## src/design/gpfs_defs.vh

```
// Register offsets, field positions, reset values and time-base counts for the pin format block
`ifndef GPFS_DEFS_VH
`define GPFS_DEFS_VH

`define GPFS_ADDR_W        8
`define GPFS_DATA_W        16
`define GPFS_NPINS         5

`define GPFS_OFS_CFG       8'h4D
`define GPFS_OFS_OUTDATA   8'h4E
`define GPFS_OFS_TIM_BASE  8'h4F
`define GPFS_OFS_TIM_LAST  8'h58
`define GPFS_OFS_LEVEL     8'h59

`define GPFS_CFG_RSVD_BIT  15
`define GPFS_CFG_FMT_LSB   10
`define GPFS_CFG_DIR_LSB   5
`define GPFS_CFG_SRC_LSB   0
`define GPFS_CFG_RSVD1_BIT 1
`define GPFS_CFG_RESET     16'h0000
`define GPFS_CFG_WMASK     16'h7FFD

`define GPFS_OUT_RESET     16'h0000
`define GPFS_TIM_RESET     16'h007F
`define GPFS_NTIM          10

`define GPFS_TB_MSB        15
`define GPFS_TB_LSB        14
`define GPFS_HC_MSB        13
`define GPFS_HC_LSB        7
`define GPFS_LC_MSB        6
`define GPFS_LC_LSB        0
`define GPFS_CNT_W         7
`define GPFS_CNT_MAX       7'h7F

`define GPFS_DIV_W         6
`define GPFS_DIV4_MASK     6'h03
`define GPFS_DIV16_MASK    6'h0F
`define GPFS_DIV64_MASK    6'h3F

`endif

```

## src/design/gpfs_pin_slice.v

```verilog
// One pin: static or pulse-width drive, and static or pulse-width decode of the pin level
`timescale 1ns/1ps
`default_nettype none
`include "gpfs_defs.vh"

module gpfs_pin_slice (
  // Clock and reset
  input  wire        mclk,
  input  wire        rst_n,
  // Time base enables: every cycle, /4, /16, /64
  input  wire [3:0]  tick_vec,
  // Configuration
  input  wire        fmt,
  input  wire        dir,
  input  wire        use_gpio,
  input  wire        out_value,
  input  wire        alt_value,
  input  wire [15:0] low_timing,
  input  wire [15:0] high_timing,
  // Pin
  input  wire        pin_in,
  output reg         pin_out_q,
  output reg         pin_oe_q,
  output reg         level_q
);

  wire                   tick;
  wire                   drive_val;
  wire [15:0]            shape;
  wire [`GPFS_CNT_W-1:0] target;
  reg  [`GPFS_CNT_W-1:0] gen_cnt_q;
  reg                    phase_q;
  reg                    prev_q;
  reg  [`GPFS_CNT_W-1:0] len_q;
  reg  [`GPFS_CNT_W-1:0] hi_len_q;

  ////////////////////////////////////////////////////////////////////////
  assign tick      = tick_vec[low_timing[`GPFS_TB_MSB:`GPFS_TB_LSB]];
  assign drive_val = use_gpio ? out_value : alt_value;
  // Low level uses the low timing word, high level the high one
  assign shape     = drive_val ? high_timing : low_timing;
  assign target    = phase_q ? shape[`GPFS_HC_MSB:`GPFS_HC_LSB] : shape[`GPFS_LC_MSB:`GPFS_LC_LSB];

  ////////////////////////////////////////////////////////////////////////
  // Waveform generator, held idle in static format so timing words are ignored
  always @(posedge mclk or negedge rst_n) begin
    if (!rst_n) begin
      gen_cnt_q <= 7'h00;
      phase_q   <= 1'b1;
    end else if (!fmt || !dir) begin
      gen_cnt_q <= 7'h00;
      phase_q   <= 1'b1;
    end else if (tick) begin
      if (gen_cnt_q + 7'h01 >= target) begin
        gen_cnt_q <= 7'h00;
        phase_q   <= ~phase_q;
      end else begin
        gen_cnt_q <= gen_cnt_q + 7'h01;
      end
    end
  end

  always @(posedge mclk or negedge rst_n) begin
    if (!rst_n) begin
      pin_out_q <= 1'b0;
      pin_oe_q  <= 1'b0;
    end else begin
      pin_oe_q  <= dir;
      if (!dir) begin
        pin_out_q <= 1'b0;
      end else if (fmt) begin
        pin_out_q <= phase_q;
      end else begin
        pin_out_q <= drive_val;
      end
    end
  end

  ////////////////////////////////////////////////////////////////////////
  // Decoder: a period whose high part outlasts its low part reads as one.
  // Serves both inputs and readback of driven outputs, since it watches the pin.
  always @(posedge mclk or negedge rst_n) begin
    if (!rst_n) begin
      prev_q   <= 1'b0;
      len_q    <= 7'h00;
      hi_len_q <= 7'h00;
      level_q  <= 1'b0;
    end else begin
      prev_q <= pin_in;
      if (!fmt) begin
        len_q   <= 7'h00;
        level_q <= pin_in;
      end else if (prev_q && !pin_in) begin
        hi_len_q <= len_q;
        len_q    <= 7'h00;
      end else if (!prev_q && pin_in) begin
        level_q <= (hi_len_q > len_q);
        len_q   <= 7'h00;
      end else if (tick && len_q != `GPFS_CNT_MAX) begin
        // Saturates so a stuck pin does not wrap into a false reading
        len_q <= len_q + 7'h01;
      end
    end
  end

endmodule
`default_nettype wire

```

## src/design/gpfs_top.v

```verilog
// Pin format select block: configuration registers, time base and five pin slices
//
// Behaviour
// - Config bit 15 is reserved and always reads zero.
// - Format bits: pin4 bit14, pin3 bit13, pin2 bit12, pin1 bit11, pin0 bit10.
// - Format zero on an input: logic value is the static pin level.
// - Format zero on an output: drive static level, ignore pulse timing words.
// - Format zero: readback of a driven output uses static level detection.
// - Format one on an input: decode the pulse-width waveform for the value.
// - Format one on an output: drive pulses shaped by low and high timing words.
// - Format one: readback decodes pulse width with the pin's time base.
// - Direction bit zero makes a digital input, one a digital output.
// - Output data bit drives the pin only for general digital output source.
//
// Added by the designer: strobed register access and the register addresses.
`timescale 1ns/1ps
`default_nettype none
`include "gpfs_defs.vh"

module gpfs_top (
  // Clock and reset
  input  wire                    mclk,
  input  wire                    rst_n,
  // Register port
  input  wire [`GPFS_ADDR_W-1:0] reg_addr,
  input  wire [`GPFS_DATA_W-1:0] reg_wdata,
  input  wire                    reg_wr,
  input  wire                    reg_rd,
  output reg  [`GPFS_DATA_W-1:0] reg_rdata_q,
  // Alternate function data per pin
  input  wire [4:0]              alt_data,
  // Pins
  input  wire [4:0]              pin_in,
  output wire [4:0]              pin_out,
  output wire [4:0]              pin_oe
);

  reg  [`GPFS_DATA_W-1:0] cfg_q;
  reg  [`GPFS_DATA_W-1:0] out_q;
  reg  [`GPFS_DATA_W-1:0] tim_q [0:`GPFS_NTIM-1];
  reg  [`GPFS_DIV_W-1:0]  div_q;
  wire [3:0]              tick_vec;
  wire [4:0]              level;
  wire [4:0]              use_gpio;
  wire [`GPFS_ADDR_W-1:0] tim_idx;
  wire                    tim_hit;
  integer                 i;

  ////////////////////////////////////////////////////////////////////////
  // Register writes
  assign tim_hit = (reg_addr >= `GPFS_OFS_TIM_BASE) && (reg_addr <= `GPFS_OFS_TIM_LAST);
  assign tim_idx = reg_addr - `GPFS_OFS_TIM_BASE;

  always @(posedge mclk or negedge rst_n) begin
    if (!rst_n) begin
      cfg_q <= `GPFS_CFG_RESET;
      out_q <= `GPFS_OUT_RESET;
      for (i = 0; i < `GPFS_NTIM; i = i + 1) begin
        tim_q[i] <= `GPFS_TIM_RESET;
      end
    end else if (reg_wr) begin
      if (reg_addr == `GPFS_OFS_CFG) begin
        // Reserved bits are never stored, so they cannot read back as one
        cfg_q <= reg_wdata & `GPFS_CFG_WMASK;
      end
      if (reg_addr == `GPFS_OFS_OUTDATA) begin
        out_q <= reg_wdata;
      end
      if (tim_hit) begin
        tim_q[tim_idx[3:0]] <= reg_wdata;
      end
    end
  end

  ////////////////////////////////////////////////////////////////////////
  // Register reads, data one cycle after the strobe; unmapped reads zero
  always @(posedge mclk or negedge rst_n) begin
    if (!rst_n) begin
      reg_rdata_q <= 16'h0000;
    end else if (reg_rd) begin
      if (reg_addr == `GPFS_OFS_CFG) begin
        reg_rdata_q <= cfg_q & `GPFS_CFG_WMASK;
      end else if (reg_addr == `GPFS_OFS_OUTDATA) begin
        reg_rdata_q <= out_q;
      end else if (tim_hit) begin
        reg_rdata_q <= tim_q[tim_idx[3:0]];
      end else if (reg_addr == `GPFS_OFS_LEVEL) begin
        reg_rdata_q <= {11'h000, level};
      end else begin
        reg_rdata_q <= 16'h0000;
      end
    end else begin
      reg_rdata_q <= 16'h0000;
    end
  end

  ////////////////////////////////////////////////////////////////////////
  // Shared time base; one counter feeds all pins so their periods stay aligned
  always @(posedge mclk or negedge rst_n) begin
    if (!rst_n) begin
      div_q <= 6'h00;
    end else begin
      div_q <= div_q + 6'h01;
    end
  end

  assign tick_vec[0] = 1'b1;
  assign tick_vec[1] = ((div_q & `GPFS_DIV4_MASK) == `GPFS_DIV4_MASK);
  assign tick_vec[2] = ((div_q & `GPFS_DIV16_MASK) == `GPFS_DIV16_MASK);
  assign tick_vec[3] = ((div_q & `GPFS_DIV64_MASK) == `GPFS_DIV64_MASK);

  ////////////////////////////////////////////////////////////////////////
  // Pin 1 has no alternate function, so it always takes its data bit
  assign use_gpio = {cfg_q[`GPFS_CFG_SRC_LSB+4], cfg_q[`GPFS_CFG_SRC_LSB+3],
                     cfg_q[`GPFS_CFG_SRC_LSB+2], 1'b1, cfg_q[`GPFS_CFG_SRC_LSB]};

  genvar g;
  generate
    for (g = 0; g < `GPFS_NPINS; g = g + 1) begin : pin
      gpfs_pin_slice u_slice (
        .mclk        (mclk),
        .rst_n       (rst_n),
        .tick_vec    (tick_vec),
        .fmt         (cfg_q[`GPFS_CFG_FMT_LSB+g]),
        .dir         (cfg_q[`GPFS_CFG_DIR_LSB+g]),
        .use_gpio    (use_gpio[g]),
        .out_value   (out_q[g]),
        .alt_value   (alt_data[g]),
        .low_timing  (tim_q[2*g]),
        .high_timing (tim_q[2*g+1]),
        .pin_in      (pin_in[g]),
        .pin_out_q   (pin_out[g]),
        .pin_oe_q    (pin_oe[g]),
        .level_q     (level[g])
      );
    end
  endgenerate

endmodule
`default_nettype wire

```

## config.mk

```make
export PLATFORM = sky130hd
export DESIGN_NAME = gpfs_top
export DESIGN_NICKNAME = d
export VERILOG_FILES = /design/src/design/gpfs_pin_slice.v /design/src/design/gpfs_top.v
export VERILOG_INCLUDE_DIRS = /design/src /design/src/design
export SDC_FILE = /design/constraint.sdc
export NUM_CORES = 1
export LEC_CHECK = 0
export BUFFER_PORTS_ARGS = -buffer_cell sky130_fd_sc_hd__buf_2
export CORE_UTILIZATION = 57
export CTS_BUF_LIST = sky130_fd_sc_hd__clkbuf_4 sky130_fd_sc_hd__clkbuf_8 sky130_fd_sc_hd__clkbuf_16
export DETAILED_ROUTE_END_ITERATION = 12
export HOLD_SLACK_MARGIN = 0.1
export PLACE_DENSITY_LB_ADDON = 0.3
export SLEW_MARGIN = 5
export SYNTH_ARGS = -nofsm -noshare
export SYNTH_HDL_FRONTEND = slang
export SYNTH_HIERARCHICAL = 1
export SYNTH_SLANG_ARGS = --single-unit
```

## constraint.sdc

```tcl
create_clock -name mclk -period 7.4 [get_ports mclk]
set_clock_uncertainty 0.2 [all_clocks]
set_input_delay 0.74 -clock mclk [delete_from_list [all_inputs] [get_ports mclk]]
set_output_delay 0.74 -clock mclk [all_outputs]
set_load 0.1 [all_outputs]
```

==> reports/metrics.cfg <==
[pwr]
power_density_nw_per_um2=217.5
p_leak_nw=9.194
ir_worst_vdd_uv=159.2

[place]
place_congestion=0.9858
pre_cts_ws_ns=2.965
hpwl_um=31310
postPlaceCellArea_um2=18780
io_buffers=63

[die]
dieArea_um2=32630
core_um2=31470
initial_core_util_pct=57.80
fp.dieH_um=180.6
die-width_um=180.6
ios=64
rows=65

[worst_setup_path]
worst_r2r_path_depth=9
path_depth=9
path_cells=buf_2 -> buf_4 -> inv_1 -> ha_1 -> nand2b_1 -> a311oi_4 -> and3_1 -> nand4_2 -> mux2_2
cp-end-kind=flop
cp.required_ns=7.60
critical-path-slowest-cell=and3_1
cp_top_family=simple AND/OR/NAND/NOR gates
cp_max_fo=53
cpPeakStageDelay_ns=0.74
timing.rr.start=cfg_q[3]$_DFFE_PN0P_
arrival_ns=4.12
worst_setup_path_start_kind=input port
reg2reg_slack_ns=3.86
worst-setup-path-type=in2reg
r2r_end=pin[3].u_slice/gen_cnt_q[4]$_DFFE_PN0P_
critPathBufInv=3

[synth]
synth_warnings=6
ys_types=60
syn-instance-count=1485
ys_seq_elements=342
synthTopCellsByCount=dfrtp_1 (267), mux2_2 (214), nand2_1 (98)
synthArstFlopShare_pct=100.0
yosys.area.top_type_share_pct=36.73
seq_area_frac_synth_pct=47.56
synth_flop_cell=dfrtp_1
synth.area.top_cells=dfrtp_1 (37%), mux2_2 (13%), dfstp_2 (11%), mux4_2 (8.9%), ha_1 (5.9%)
yosysMostFrequentCell=dfrtp_1
syn-cell-area_um2=18190
synth.avg_cell_area_um2=12.25
yosysTopAreaCell=dfrtp_1
synth_edf_count=0

[global_routing]
grt-ovfl-total=0
grt_pass1_wl_um=71210
grt_pass1_vias=12420
antenna_found_initial=0
grt_usage_pct=28.30
grt_max_degree=122

[timing]
slew_violations=0
setup_ws_ns=3.479
slew_headroom_pct=14.93
period_needed_ns=3.921
timing.fmax_ghz=0.2550
tightestPinTransition_ns=1.241
rsz0062_at_grt=no
hold_violations=0
setup_viol=0
fin_tns_setup_ns=0
final.period_utilization_pct=52.99

[drt]
via_per_inst=6.275
drc_errors=0
first_pass_iters=6
wl_per_cell_um=22.77
num_vias=12360
antenna_left=0
dr.first_iter.drc_count=1118
wl_um=44830

[cts]
cts_resized=0
cts_made_buffers=39
root_buffer=clkbuf_16
cts.sinks=342
worstSkewPairLatency_ns=0.53
post-cts-setup-buffer-count=0
cts_tree=done
h-tree-depth=2
path_clk_slew_ns=0.06
clockBufferDepth=3
cts_hold_buf=0

[layout]
fill_cells=2338
n_antenna_cell=0
fin_nets=1660
stdcell_area_um2=20160
utilization_pct=64.05
areaGrowthSynthToFinish_pct=10.82
drive_above_1_share_pct=33.57

[job]
timing.max_cap.violations=0

[worst_hold_path]
hp-class=in2async

[status]
status=completed

==> cell usage in the layout (no fill, tap or decap), types with 10 or more instances in the layout <==
cell type  count
nor2_1        62
buf_2         62
o21ai_0       77
inv_1         83
xnor2_1       41
nand2b_1      33
clkbuf_16     39
a21o_1        19
nor2b_1       16
dfrtp_1      267
clkbuf_4      14
mux2_2       214
a22o_1        16
xor2_1        14
a31oi_1       16
nand4_1       15
a21oi_1       38
a211oi_1      24
a222oi_1      10
mux4_2        72
nand3_1       44
ha_1          86
nand2_1       98
dfstp_2       75
and3_1        17
==> final cells by class <==
class	instances	area [um2]	share of cell area, %
repair buffers	72	392.9	1.949
flip-flops and latches	342	8652	42.92
clock inverters	15	239.0	1.185
well taps	402	503.0	2.495
inverters	83	311.5	1.545
multi-input cells	998	8925	44.27
clock buffers	57	1136	5.636
==> cells by family after synthesis <==
group	after synthesis	synth area share (%)
xor+xnor	56	2.696
buf+inv	150	3.597
fa+ha+maj	86	5.915
mux	293	22.57
simple gates	315	8.845
compound gates	242	8.790
other cells	1	0.02061
flops	342	47.56
==> metrics by stage <==
| step | hold slack (ns) | instances | power, mW |
|---|---|---|---|
| 2_1_floorplan | 0.2094 | 1490 | 2.224 |
| 3_3_place_gp | 0.2361 | 1897 | 2.354 |
| 3_5_place_dp | 0.2448 | 1897 | 2.365 |
| 4_1_cts | 0.1465 | 1969 | 4.409 |
| 5_1_grt | 0.1577 | 1969 | 4.522 |
| 6_report | 0.1065 | 1969 | 4.385 |
==> where the power goes <==
group / total [mW] / switching, mW / internal (mW)
Sequential: 2.00 / 0.0555 / 1.94
Clock: 2.05 / 0.764 / 1.28
Combinational: 0.338 / 0.205 / 0.133
Total: 4.38 / 1.02 / 3.36
==> metal layers <==
layer	global-route usage (%)	part of all wire, %
met1	39.74	43
met2	45.10	47
met3	4.487	6.9
met4	9.402	3.3
met5	0	0
==> state kept, by name, summed over array words and instances, names as in the netlist <==
| register | cells |
|---|---|
| tim_q | 160 |
| pin.u_slice/gen_cnt_q | 35 |
| pin.u_slice/hi_len_q | 35 |
| pin.u_slice/len_q | 35 |
| out_q | 16 |
| reg_rdata_q | 16 |
| cfg_q | 14 |
| div_q | 6 |
| pin.u_slice/level_q | 5 |
| pin.u_slice/phase_q | 5 |
| pin.u_slice/pin_oe_q | 5 |
| pin.u_slice/pin_out_q | 5 |
| pin.u_slice/prev_q | 5 |
==> worst max path at each step <==
stage	to	slack (ns)	from
2_1_floorplan	reg_rdata_q[6]$_DFF_PN0_	3.61	reg_addr[0]
6_report	tim_q[59]$_DFFE_PN0P_	3.48	reg_addr[0]
5_1_grt	tim_q[59]$_DFFE_PN0P_	3.26	reg_addr[0]
4_1_cts	tim_q[59]$_DFFE_PN0P_	3.52	reg_addr[0]
3_3_place_gp	tim_q[63]$_DFFE_PN0P_	3.11	reg_addr[0]
3_5_place_dp	tim_q[59]$_DFFE_PN0P_	2.96	reg_addr[0]
(Power assumes the default switching activity.)
